$ cat config.mk
export PLATFORM = sky130hd
export DESIGN_NAME = acr_computation
export DESIGN_NICKNAME = d
export VERILOG_FILES = /design/src/inc/acr_pkg.sv /design/src/verilog/acr_computation.sv
export VERILOG_INCLUDE_DIRS = /design/src /design/src/inc
export SDC_FILE = /design/constraint.sdc
export NUM_CORES = 1
export LEC_CHECK = 0
export ABC_AREA = 1
export BUFFER_PORTS_ARGS = -buffer_cell sky130_fd_sc_hd__buf_2
export CAP_MARGIN = 20
export CORE_ASPECT_RATIO = 1.75
export CORE_MARGIN = 5
export CORE_UTILIZATION = 40
export CTS_BUF_LIST = sky130_fd_sc_hd__clkbuf_16
export CTS_CLUSTER_DIAMETER = 120
export CTS_CLUSTER_SIZE = 12
export DETAILED_ROUTE_END_ITERATION = 12
export MAX_ROUTING_LAYER = met4
export PLACE_DENSITY = 0.59
export SYNTH_ARGS = -nofsm -noshare
export SYNTH_HDL_FRONTEND = slang
export SYNTH_SLANG_ARGS = --single-unit
$ cat constraint.sdc
create_clock -name sys_clk_in -period 6.4 [get_ports sys_clk_in]
set_input_delay 1.28 -clock sys_clk_in [delete_from_list [all_inputs] [get_ports sys_clk_in]]
set_output_delay 1.28 -clock sys_clk_in [all_outputs]
set_load 0.01 [all_outputs]
$ cat src/inc/acr_consts.svh
// Register indices, field positions and reset values of the computation block
`ifndef ACR_CONSTS_SVH
`define ACR_CONSTS_SVH
// Register indices (byte address is four times the index)
`define ACR_IX_LTH_L    14'h1D0C
`define ACR_IX_LTH_H    14'h1D0D
`define ACR_IX_UTH_L    14'h1D0E
`define ACR_IX_UTH_H    14'h1D0F
`define ACR_IX_ERR_L    14'h1D10
`define ACR_IX_ERR_H    14'h1D11
`define ACR_IX_SETPOINT_L   14'h1D12
`define ACR_IX_SETPOINT_H   14'h1D13
`define ACR_IX_FLT_L    14'h1D14
`define ACR_IX_FLT_H    14'h1D15
`define ACR_IX_ACC_L    14'h1D16
`define ACR_IX_ACC_H    14'h1D17
`define ACR_IX_ACC_U    14'h1D18
`define ACR_IX_CNT      14'h1D19
`define ACR_IX_RPT      14'h1D1A
`define ACR_IX_PREV_L   14'h1D1B
`define ACR_IX_PREV_H   14'h1D1C
`define ACR_IX_RES_L    14'h1D1D
`define ACR_IX_RES_H    14'h1D1E
`define ACR_IX_CAP      14'h1D23
`define ACR_IX_CTRL0    14'h1D40
`define ACR_IX_CTRL1    14'h1D41
`define ACR_IX_FLAGS    14'h1D42
`define ACR_IX_ISTAT    14'h1D43
`define ACR_IX_IMASK    14'h1D44
// Field positions
`define ACR_C0_MODE     2:0
`define ACR_C0_SNAPSHOT_SOURCE_SELECT     3
`define ACR_C0_ERROR_FORMULA_SELECT     6:4
`define ACR_C1_SHIFT    2:0
`define ACR_C1_TMD      5:3
`define ACR_CAP_FIELD   4:0
`define ACR_FL_BELOW    0
`define ACR_FL_ABOVE    1
`define ACR_IRQ_THR     0
`define ACR_IRQ_DONE    1
// Reset values and tally ceiling
`define ACR_RST8        8'h00
`define ACR_RST16       16'h0000
`define ACR_RST18       18'h00000
`define ACR_CNT_MAX     8'hFF
`endif

$ cat src/inc/acr_pkg.sv
// Types shared by the computation block
package acr_pkg;
    // Computation modes in field order
    typedef enum logic [2:0] {
        ACR_MODE_BASIC,
        ACR_MODE_ACCUM,
        ACR_MODE_AVG,
        ACR_MODE_BURST,
        ACR_MODE_LPF
    } acr_mode_t;
    // Deviation formulas in field order
    typedef enum logic [2:0] {
        ACR_ERROR_FORMULA_SELECT_RES_PREV,
        ACR_ERROR_FORMULA_SELECT_RES_SETPOINT,
        ACR_ERROR_FORMULA_SELECT_FLT_SETPOINT,
        ACR_ERROR_FORMULA_SELECT_FLT_PREV
    } acr_error_formula_select_t;
    // Limit interrupt modes in field order
    typedef enum logic [2:0] {
        ACR_TMD_NEVER,
        ACR_TMD_BELOW,
        ACR_TMD_NOT_BELOW,
        ACR_TMD_OUTSIDE,
        ACR_TMD_INSIDE,
        ACR_TMD_NOT_ABOVE,
        ACR_TMD_ABOVE,
        ACR_TMD_ALWAYS
    } acr_tmd_t;
endpackage

$ cat src/verilog/acr_computation.sv
// Converter result computation, limits and interrupt, behind a Wishbone slave
`timescale 1ns/100ps
`default_nettype none
`include "acr_consts.svh"
module acr_computation
    import acr_pkg::*;
#(
    parameter int SUM_W = 18
)
(
    // Clock and reset
    input  wire logic        sys_clk_in,
    input  wire logic        rst_n_in,
    // Wishbone slave
    input  wire logic        wb_cyc_in,
    input  wire logic        wb_stb_in,
    input  wire logic        wb_we_in,
    input  wire logic [15:0] wb_adr_in,
    input  wire logic [3:0]  wb_sel_in,
    input  wire logic [31:0] wb_dat_in,
    output logic      [31:0] wb_dat_out,
    output logic             wb_ack_out,
    // Converter core
    input  wire logic        conv_start_in,
    input  wire logic        conv_active_in,
    input  wire logic        result_valid_in,
    input  wire logic [15:0] result_in,
    // Analog control and interrupt
    output logic      [4:0]  extra_cap_pf_out,
    output logic             irq_out
);

    logic [15:0]      lth_reg, lth_next, uth_reg, uth_next, setpoint_reg, setpoint_next;
    logic [15:0]      err_reg, err_next, flt_reg, flt_next;
    logic [15:0]      prev_reg, prev_next, res_reg, res_next;
    logic [SUM_W-1:0] acc_reg, acc_next;
    logic [7:0]       cnt_reg, cnt_next, rpt_reg, rpt_next, cap_reg, cap_next;
    logic [7:0]       ctrl0_reg, ctrl0_next, ctrl1_reg, ctrl1_next;
    logic [1:0]       flags_reg, flags_next, ist_reg, ist_next, imask_reg, imask_next;
    logic             pend_reg, pend_next, chk_reg, chk_next;
    logic             ack_reg, ack_next;
    logic [31:0]      dat_reg, dat_next;
    logic [13:0]      idx;
    logic             wr, thr_evt;
    logic [7:0]       wd, rd;
    acr_mode_t        mode;
    acr_error_formula_select_t        error_formula_select;
    acr_tmd_t         limit_interrupt_mode;
    logic [2:0]       shift;
    logic [SUM_W-1:0] samp_ext, shifted;
    logic [15:0]      flt_now, err_now;
    logic             below, above, uses_rpt;

    // Decoded control fields
    assign idx      = wb_adr_in[15:2];
    assign wd       = wb_dat_in[7:0];
    assign mode     = acr_mode_t'(ctrl0_reg[`ACR_C0_MODE]);
    assign error_formula_select     = acr_error_formula_select_t'(ctrl0_reg[`ACR_C0_ERROR_FORMULA_SELECT]);
    assign limit_interrupt_mode      = acr_tmd_t'(ctrl1_reg[`ACR_C1_TMD]);
    assign shift    = ctrl1_reg[`ACR_C1_SHIFT];
    assign wr       = wb_cyc_in && wb_stb_in && wb_we_in && ack_reg && wb_sel_in[0];
    assign samp_ext = {{(SUM_W-16){result_in[15]}}, result_in};
    // Codes above the filter act as average, so only basic and accumulate skip it
    assign uses_rpt = (mode != ACR_MODE_BASIC) && (mode != ACR_MODE_ACCUM);

    // Filtered output, deviation and limit compare from current state
    always_comb
    begin
        shifted = $signed(acc_reg) >>> shift;
        flt_now = shifted[15:0];
        unique case (error_formula_select)
            ACR_ERROR_FORMULA_SELECT_RES_PREV: err_now = res_reg - prev_reg;
            ACR_ERROR_FORMULA_SELECT_RES_SETPOINT: err_now = res_reg - setpoint_reg;
            ACR_ERROR_FORMULA_SELECT_FLT_SETPOINT: err_now = flt_now - setpoint_reg;
            ACR_ERROR_FORMULA_SELECT_FLT_PREV: err_now = flt_now - prev_reg;
            default:           err_now = res_reg - setpoint_reg;
        endcase
        below = $signed(err_now) < $signed(lth_reg);
        above = $signed(err_now) > $signed(uth_reg);
        unique case (limit_interrupt_mode)
            ACR_TMD_NEVER:     thr_evt = 1'b0;
            ACR_TMD_BELOW:     thr_evt = below;
            ACR_TMD_NOT_BELOW: thr_evt = !below;
            ACR_TMD_OUTSIDE:   thr_evt = below || above;
            ACR_TMD_INSIDE:    thr_evt = !below && !above;
            ACR_TMD_NOT_ABOVE: thr_evt = !above;
            ACR_TMD_ABOVE:     thr_evt = above;
            ACR_TMD_ALWAYS:    thr_evt = 1'b1;
        endcase
    end

    // Next values of the computation state and software registers
    always_comb
    begin
        lth_next   = lth_reg;
        uth_next   = uth_reg;
        setpoint_next  = setpoint_reg;
        err_next   = err_reg;
        flt_next   = flt_reg;
        prev_next  = prev_reg;
        res_next   = res_reg;
        acc_next   = acc_reg;
        cnt_next   = cnt_reg;
        rpt_next   = rpt_reg;
        cap_next   = cap_reg;
        ctrl0_next = ctrl0_reg;
        ctrl1_next = ctrl1_reg;
        flags_next = flags_reg;
        imask_next = imask_reg;
        pend_next  = 1'b0;
        chk_next   = 1'b0;
        ist_next   = ist_reg;
        // Software writes, one byte lane per index
        if (wr)
        begin
            unique case (idx)
                `ACR_IX_LTH_L:  lth_next[7:0]   = wd;
                `ACR_IX_LTH_H:  lth_next[15:8]  = wd;
                `ACR_IX_UTH_L:  uth_next[7:0]   = wd;
                `ACR_IX_UTH_H:  uth_next[15:8]  = wd;
                `ACR_IX_SETPOINT_L: setpoint_next[7:0]  = wd;
                `ACR_IX_SETPOINT_H: setpoint_next[15:8] = wd;
                `ACR_IX_ACC_L:  if (!conv_active_in) acc_next[7:0] = wd;
                `ACR_IX_ACC_H:  if (!conv_active_in) acc_next[15:8] = wd;
                `ACR_IX_ACC_U:  if (!conv_active_in) acc_next[SUM_W-1:16] = wd[SUM_W-17:0];
                `ACR_IX_CNT:    cnt_next        = wd;
                `ACR_IX_RPT:    rpt_next        = wd;
                `ACR_IX_RES_L:  res_next[7:0]   = wd;
                `ACR_IX_RES_H:  res_next[15:8]  = wd;
                `ACR_IX_CAP:    cap_next        = {3'h0, wd[`ACR_CAP_FIELD]};
                `ACR_IX_CTRL0:  ctrl0_next      = wd;
                `ACR_IX_CTRL1:  ctrl1_next      = wd;
                `ACR_IX_IMASK:  imask_next      = wd[1:0];
                `ACR_IX_ISTAT:  ist_next        = ist_reg & ~wd[1:0];
                default:        ;
            endcase
        end
        // Snapshot at conversion start
        if (conv_start_in)
            prev_next = ctrl0_reg[`ACR_C0_SNAPSHOT_SOURCE_SELECT] ? flt_reg : res_reg;
        // New result: store, accumulate and count triggers
        if (result_valid_in)
        begin
            res_next  = result_in;
            pend_next = 1'b1;
            chk_next  = 1'b1;
            unique case (mode)
                ACR_MODE_BASIC: ;
                ACR_MODE_ACCUM: acc_next = acc_reg + samp_ext;
                ACR_MODE_LPF:   acc_next = acc_reg + samp_ext - shifted;
                default:        acc_next = (cnt_reg == `ACR_RST8) ? samp_ext
                                         : acc_reg + samp_ext;
            endcase
            if (mode != ACR_MODE_BASIC && cnt_reg != `ACR_CNT_MAX)
                cnt_next = cnt_reg + 8'h01;
            if (uses_rpt)
            begin
                // Filter mode keeps checking once the tally has reached the threshold
                chk_next = (cnt_next == rpt_reg)
                        || (mode == ACR_MODE_LPF && cnt_reg == rpt_reg);
                if (chk_next && mode != ACR_MODE_LPF)
                    cnt_next = `ACR_RST8;
                else if (chk_next)
                    cnt_next = rpt_reg;
            end
        end
        // One cycle later: filtered output, deviation and limit check
        if (pend_reg)
        begin
            if (mode != ACR_MODE_BASIC)
                flt_next = flt_now;
            err_next = err_now;
            ist_next[`ACR_IRQ_DONE] = 1'b1;
            if (chk_reg)
            begin
                flags_next[`ACR_FL_BELOW] = below;
                flags_next[`ACR_FL_ABOVE] = above;
                if (thr_evt)
                    ist_next[`ACR_IRQ_THR] = 1'b1;
            end
        end
    end

    // Byte-wide read view of every register
    always_comb
    begin
        unique case (idx)
            `ACR_IX_LTH_L:  rd = lth_reg[7:0];
            `ACR_IX_LTH_H:  rd = lth_reg[15:8];
            `ACR_IX_UTH_L:  rd = uth_reg[7:0];
            `ACR_IX_UTH_H:  rd = uth_reg[15:8];
            `ACR_IX_ERR_L:  rd = err_reg[7:0];
            `ACR_IX_ERR_H:  rd = err_reg[15:8];
            `ACR_IX_SETPOINT_L: rd = setpoint_reg[7:0];
            `ACR_IX_SETPOINT_H: rd = setpoint_reg[15:8];
            `ACR_IX_FLT_L:  rd = flt_reg[7:0];
            `ACR_IX_FLT_H:  rd = flt_reg[15:8];
            `ACR_IX_ACC_L:  rd = acc_reg[7:0];
            `ACR_IX_ACC_H:  rd = acc_reg[15:8];
            `ACR_IX_ACC_U:  rd = {{(24-SUM_W){acc_reg[SUM_W-1]}}, acc_reg[SUM_W-1:16]};
            `ACR_IX_CNT:    rd = cnt_reg;
            `ACR_IX_RPT:    rd = rpt_reg;
            `ACR_IX_PREV_L: rd = prev_reg[7:0];
            `ACR_IX_PREV_H: rd = prev_reg[15:8];
            `ACR_IX_RES_L:  rd = res_reg[7:0];
            `ACR_IX_RES_H:  rd = res_reg[15:8];
            `ACR_IX_CAP:    rd = cap_reg;
            `ACR_IX_CTRL0:  rd = ctrl0_reg;
            `ACR_IX_CTRL1:  rd = ctrl1_reg;
            `ACR_IX_FLAGS:  rd = {6'h00, flags_reg};
            `ACR_IX_ISTAT:  rd = {6'h00, ist_reg};
            `ACR_IX_IMASK:  rd = {6'h00, imask_reg};
            default:        rd = `ACR_RST8;
        endcase
    end

    // Bus handshake: ack one cycle after the request, then drop
    always_comb
    begin
        ack_next = wb_cyc_in && wb_stb_in && !ack_reg;
        dat_next = ack_next ? {24'h000000, rd} : 32'h00000000;
    end

    // Register all state
    always_ff @(posedge sys_clk_in)
    begin
        if (!rst_n_in)
        begin
            lth_reg   <= `ACR_RST16;
            uth_reg   <= `ACR_RST16;
            setpoint_reg  <= `ACR_RST16;
            err_reg   <= `ACR_RST16;
            flt_reg   <= `ACR_RST16;
            prev_reg  <= `ACR_RST16;
            res_reg   <= `ACR_RST16;
            acc_reg   <= `ACR_RST18;
            cnt_reg   <= `ACR_RST8;
            rpt_reg   <= `ACR_RST8;
            cap_reg   <= `ACR_RST8;
            ctrl0_reg <= `ACR_RST8;
            ctrl1_reg <= `ACR_RST8;
            flags_reg <= 2'h0;
            ist_reg   <= 2'h0;
            imask_reg <= 2'h0;
            pend_reg  <= 1'b0;
            chk_reg   <= 1'b0;
            ack_reg   <= 1'b0;
            dat_reg   <= 32'h00000000;
        end
        else
        begin
            lth_reg   <= lth_next;
            uth_reg   <= uth_next;
            setpoint_reg  <= setpoint_next;
            err_reg   <= err_next;
            flt_reg   <= flt_next;
            prev_reg  <= prev_next;
            res_reg   <= res_next;
            acc_reg   <= acc_next;
            cnt_reg   <= cnt_next;
            rpt_reg   <= rpt_next;
            cap_reg   <= cap_next;
            ctrl0_reg <= ctrl0_next;
            ctrl1_reg <= ctrl1_next;
            flags_reg <= flags_next;
            ist_reg   <= ist_next;
            imask_reg <= imask_next;
            pend_reg  <= pend_next;
            chk_reg   <= chk_next;
            ack_reg   <= ack_next;
            dat_reg   <= dat_next;
        end
    end

    // Outputs
    assign wb_ack_out       = ack_reg;
    assign wb_dat_out       = dat_reg;
    assign extra_cap_pf_out = cap_reg[`ACR_CAP_FIELD];
    assign irq_out          = |(ist_reg & imask_reg);
endmodule
`default_nettype wire

; After elaboration in Yosys (flattened, before gate mapping)
; Index checks and enable logic that the tools add are counted.
[totals]
reg_bits = 208
latchBits = 0
ram_bits = 0
mem_bits_ro = 0
in_bits = 76
output_inout_bits = 39
elab_cells = 157
n_memories = 0
[classes]
addsub = 7
multipliers = 0
div_mod_pow = 0
order_cmp = 2
n_eq_ne = 41
n_shift = 1
n_mux = 33
bitwise = 3
reduce_logical = 44
[ops]
columns = cell, count
row1 = == test 14 x 13 -> 1 bit (second input constant), 25
row2 = one-hot mux 8 bit (25 select lines), 1
row3 = two-way mux 8 bit, 14
row4 = subtractor 16 bit, 4
row5 = two-way mux 18 bit, 3
row6 = one-hot mux 18 bit (3 select lines), 1
row7 = two-way mux 16 bit, 3
row8 = one-hot mux 16 bit (3 select lines), 1
row9 = AND reduction 2 bit, 18
row10 = adder 18 bit, 1
row11 = >>> shifter 18 x 3 -> 18 bit, 1
row12 = subtractor 18 bit, 1
row13 = == test 8 bit, 2
row14 = > comparator 16 bit, 1
row15 = < comparator 16 bit, 1
row16 = == test 3 bit (second input constant), 5
row17 = == test 3 x 2 -> 1 bit (second input constant), 4
row18 = logical AND 1 bit, 10
row19 = two-way mux 2 bit, 5
row20 = nonzero test 2 bit, 5
row21 = logical NOT 3 bit, 3
row22 = adder 8 x 1 -> 8 bit (second input constant), 1
row23 = logical NOT 8 bit, 1
row24 = inequality test 8 bit (second input constant), 1
row25 = other kinds (11), 19

; Logic depth before layout (Yosys ltp)
[logic_depth]
ltp_word = 13
ltp_mapped = 37
mapped_depth_nobuf = 36

; Worst setup path after synthesis
; No wires, ideal clock.
[synth_timing]
path_kind = register to register
from = register ctrl1_reg[0]
to = register ist_reg[0]
setup_ps = 70
arrival_ps = 4507
required_time_ps = 6330
setup_slack_ps = 1823
stages_incl_launch_ff = 33
n_path_buf = 2
synth_period_minus_slack_ps = 4577
path_cell_list = dfxtp_1 clkbuf_1 clkbuf_1 o21ai_0 o21ai_0 inv_1 o21ai_0 inv_1 ha_1 nand2_1 o21ai_0 nand2_1 nand2_1 a21oi_1 o21ai_0 a21oi_1 o21ai_0 a21oi_1 o21ai_0 nand2_1 ha_1 nand2_1 inv_1 nand4_1 nor4b_1 a21oi_1 nand2_1 nand3_1 o21ai_0 inv_1 nand3_1 nand2_1 a21oi_1
[synth_between]
elab_chain_len = 10
elab_cells_between_ends = 14
cone_classes = 2 x add/sub / 2 x order compare / 1 x shift / 5 x mux / 4 x reduce/logical
[synth_lines]
columns = element, line_no
row1 = start: declaration, acr_computation.sv:38  ; logic [7:0] ctrl0_reg, ctrl0_next, ctrl1_reg, ctrl1_next;
row2 = start signal: assignment, acr_computation.sv:241  ; ctrl1_reg <= `ACR_RST8;
row3 = start signal: assignment, acr_computation.sv:264  ; ctrl1_reg <= ctrl1_next;
row4 = >>> shifter 18 x 3 -> 18 bit *, acr_computation.sv:69  ; shifted = $signed(acc_reg) >>> shift;
row5 = via shifted[1], acr_computation.sv:50  ; logic [SUM_W-1:0] samp_ext, shifted;
row6 = "subtractor 16 bit, on equally long branches", "acr_computation.sv:75, acr_computation.sv:74"
row7 = one-hot mux 16 bit (3 select lines) *, acr_computation.sv:71  ; unique case (error_formula_select)
row8 = via err_now[11], acr_computation.sv:51  ; logic [15:0] flt_now, err_now;
row9 = < comparator 16 bit / > comparator 16 bit (equally long branches), "acr_computation.sv:78, acr_computation.sv:79"
row10 = "logical NOT 1 bit, on equally long branches", "acr_computation.sv:83, acr_computation.sv:85, acr_computation.sv:86"
row11 = logical AND 1 bit, acr_computation.sv:85  ; ACR_TMD_INSIDE: thr_evt = !below && !above;
row12 = one-hot mux 1 bit (8 select lines) *, acr_computation.sv:80  ; unique case (limit_interrupt_mode)
row13 = two-way mux 1 bit *, acr_computation.sv:178  ; if (thr_evt)
row14 = two-way mux 1 bit *, acr_computation.sv:174  ; if (chk_reg)
row15 = two-way mux 2 bit *, acr_computation.sv:168  ; if (pend_reg)
row16 = end signal: assignment, acr_computation.sv:266  ; ist_reg <= ist_next;
row17 = end: declaration, acr_computation.sv:39  ; logic [1:0] flags_reg, flags_next, ist_reg, ist_next, imask_reg, imask_next;
; Mark *: on every way through the listed nets, which the timed path passes. The rest lies on a longest branch.
; A chain may end at the register's enable or synchronous reset.

; Worst setup path in the final report
[layout_timing]
from = register ctrl1_reg[2]
to = register ist_reg[0]
[layout_between]
elab_chain_len = 10
elab_cells_between_ends = 14
cone_classes = 2 x add/sub / 2 x order compare / 1 x shift / 5 x mux / 4 x reduce/logical
[layout_lines]
columns = element, line_no
row1 = >>> shifter 18 x 3 -> 18 bit *, acr_computation.sv:69
row2 = "subtractor 16 bit, on equally long branches", "acr_computation.sv:75, acr_computation.sv:74"
row3 = one-hot mux 16 bit (3 select lines) *, acr_computation.sv:71
row4 = via err_now[12], acr_computation.sv:51
row5 = < comparator 16 bit / > comparator 16 bit (equally long branches), "acr_computation.sv:78, acr_computation.sv:79"
row6 = "logical NOT 1 bit, on equally long branches", "acr_computation.sv:83, acr_computation.sv:85, acr_computation.sv:86"
row7 = logical AND 1 bit, acr_computation.sv:85
row8 = one-hot mux 1 bit (8 select lines) *, acr_computation.sv:80
row9 = two-way mux 1 bit *, acr_computation.sv:178
row10 = two-way mux 1 bit *, acr_computation.sv:174
row11 = two-way mux 2 bit *, acr_computation.sv:168
; Marks and branches as above.

==> impl_metrics.json <==
{
  "cts_hold_buf": 0,
  "hold_viol": 0,
  "drcViolationCount": 0,
  "die_h_um": 265,
  "dpl.hpwl_um": 53000,
  "io_buffers": 61,
  "synth_cells": 2346,
  "crit_arrival_ns": 6.06,
  "seq_area_frac_synth_pct": 24.7,
  "num_antenna_cells": 0,
  "finalHoldWorstSlack_ns": 0.469,
  "critPathKind": "flop to flop",
  "cp-startpoint": "ctrl1_reg[2]",
  "min_period_over_period_pct": 88.4,
  "htree_levels": 4,
  "cts_tree": "yes",
  "async_reset_ff_share_pct": 0,
  "fin_ws_ns": 0.740,
  "critical_path.top_delay_family": "simple AND/OR/NAND/NOR gates",
  "num_io_pins": 115,
  "drive_gt1_share_pct": 7.90,
  "antenna_found_initial": 0,
  "synth.distinct_cells": 62,
  "fin_skew_ns": 0.0198,
  "slew-limit-headroom_pct": 31.4,
  "cp_slowest_cell": "inv_1",
  "r2r_start": "ctrl1_reg[2]",
  "synthTopCellsByCount": "nand2_1, inv_1, o21ai_0, a21oi_1, dfxtp_1",
  "r2r_end": "ist_reg[0]",
  "dieArea_mm2": 0.0414,
  "clk_path_buf_depth": 2,
  "synth_top_area_share_pct": 24.7,
  "critPathLaunchType": "flop",
  "endpoint_kind": "flop",
  "synthFlopType": "dfxtp_1",
  "dp_slack_ns": 0.822,
  "worst_pin_slew_ns": 1.02,
  "wl_um": 66100,
  "status": "complete, no violations",
  "ys_ff_latch": 184,
  "critPathBufInv": 4,
  "ant_nets": 0,
  "cts_buffers": 17,
  "cap_violations": 0,
  "synth_top_cell_by_area": "dfxtp_1",
  "ctsResizeCount": 0,
  "hold_class": "flop to flop",
  "wire_per_inst_um": 23.2,
  "area_delta_synth_final_pct": 8.48,
  "clock_latency_ns": 0.47,
  "viasPerCell": 5.83,
  "fp.dieW_um": 156,
  "required_ns": 6.80,
  "largest_register_ffs": 18,
  "grt_use_total_pct": 31.9,
  "synth_edf_count": 0,
  "first_global_vias": 15600,
  "max_freq_mhz": 177,
  "rows": 93,
  "grt_start_max_net_pins": 100,
  "core_mm2": 0.0369,
  "yosysMostFrequentCell": "nand2_1",
  "path_depth": 30,
  "fin_nets": 2543,
  "start_util_pct": 40.4,
  "place.gp.congestion": 1.04,
  "fin_crit_ns": 5.66,
  "max-vdd-ir-drop_mv": 0.142,
  "reg2reg_depth": 30,
  "fin_setup_tns_ns": 0,
  "postCtsSetupRepairBufs": 0,
  "cpMostUsedCell": "nand2_1",
  "overflow": 0,
  "maxSlewViolCount": 0,
  "yosys-top-cells-area": "dfxtp_1, nand2_1, o21ai_0",
  "post-route-util_pct": 43.8,
  "synth_warnings": 0,
  "setup.worst_path.end": "ist_reg[0]",
  "rsz0062_at_grt": "false",
  "cts.sinks": 184,
  "syn_area_per_cell_um2": 6.36,
  "drtPass1Iterations": 5,
  "drt-initial-drc-count": 1410,
  "syn_area_mm2": 0.0149,
  "num_vias": 16600,
  "worstPathMaxFanout": 23,
  "path_clk_slew_ns": 0.08,
  "finalSetupViolCount": 0,
  "total_leakage_power_nw": 7.36,
  "grt_pass1_wl_um": 95400,
  "rrSetupSlack_ns": 0.74,
  "max_stage_delay_ns": 0.59,
  "cts_root_buffer": "clkbuf_16",
  "power_density_mw_per_mm2": 195
}
[layout make-up]
type | instances | area (um^2)
clock buffer | 17 | 425
clock inverter | 15 | 180
tap | 475 | 594
timing repair buffer | 87 | 500
multi-input combinational | 1715 | 9440
inverter | 361 | 1360
fill | 3957 | 20700
sequential | 184 | 3680
[worst min-delay path by stage]
stage / start / endpoint / slack, ns / depth (start not counted)
3_5_place_dp: ctrl0_reg[7] / ctrl0_reg[7] / 0.45 / 2
3_3_place_gp: ctrl0_reg[7] / ctrl0_reg[7] / 0.45 / 2
2_1_floorplan: ctrl0_reg[7] / ctrl0_reg[7] / 0.43 / 2
5_1_grt: ctrl1_reg[7] / ctrl1_reg[7] / 0.49 / 2
6_report: ctrl0_reg[7] / ctrl0_reg[7] / 0.47 / 2
4_1_cts: ctrl0_reg[7] / ctrl0_reg[7] / 0.47 / 2
[power by group]
group / internal [mW] / switching (mW) / leakage [nW]
Sequential: 1.17 / 0.0284 / 1.49
Combinational: 0.265 / 0.568 / 5.57
Clock: 0.561 / 0.555 / 0.291
Total: 2.00 / 1.15 / 7.36
[cell families (layout without fill, tap and decap cells)]
family	Yosys count	count (layout)	share of synthesized area, %
XOR/XNOR	33	33	1.94
multiplexers	5	5	0.336
AND/OR/NAND/NOR	804	804	23.6
flip-flops	184	184	24.7
AO/OA/AOI/OAI	748	748	28.1
buffers and inverters	470	480	12.6
other	1	24	0.0251
adder cells (fa/ha/maj)	101	101	8.68
[stage by stage]
| stage | instance area, um^2 | std cells | power, mW |
|---|---|---|---|
| 6_report | 16200 | 2854 | 3.15 |
| 5_1_grt | 16200 | 2854 | 3.29 |
| 4_1_cts | 16200 | 2854 | 3.14 |
| 3_5_place_dp | 15600 | 2822 | 2.04 |
| 3_3_place_gp | 15600 | 2822 | 2.03 |
| 2_1_floorplan | 15000 | 2369 | 1.77 |
[worst min-delay path, stage by stage (launching register included)]
cell and delay (ns):
dfxtp_1 0.31, inv_1 0.06, a21oi_1 0.06
[per-layer routing]
layer / track usage (%) / share of wire [%] / routed length, um / up-vias
li1: - / - / - / 7930
met1: 31.7 / 34 / 22500 / 7663
met2: 55.3 / 50 / 33100 / 763
met3: 3.53 / 5.4 / 3590 / 276
met4: 26.0 / 10 / 6940 / 0
met5: - / 0 / 0 / -
[placed cells by master (no fill, tap or decap), drive strengths merged, types with 15 or more instances in the layout]
cell type,instances
a211oi,15
a21oi,261
buf,87
clkbuf,17
conb,24
dfxtp,184
ha,97
inv,366
nand2,455
nand3,117
nand4,27
nor2,151
nor3,20
nor4,17
o211ai,25
o21ai,323
o22ai,51
xor2,27
Power figures use the tool's default switching activity.
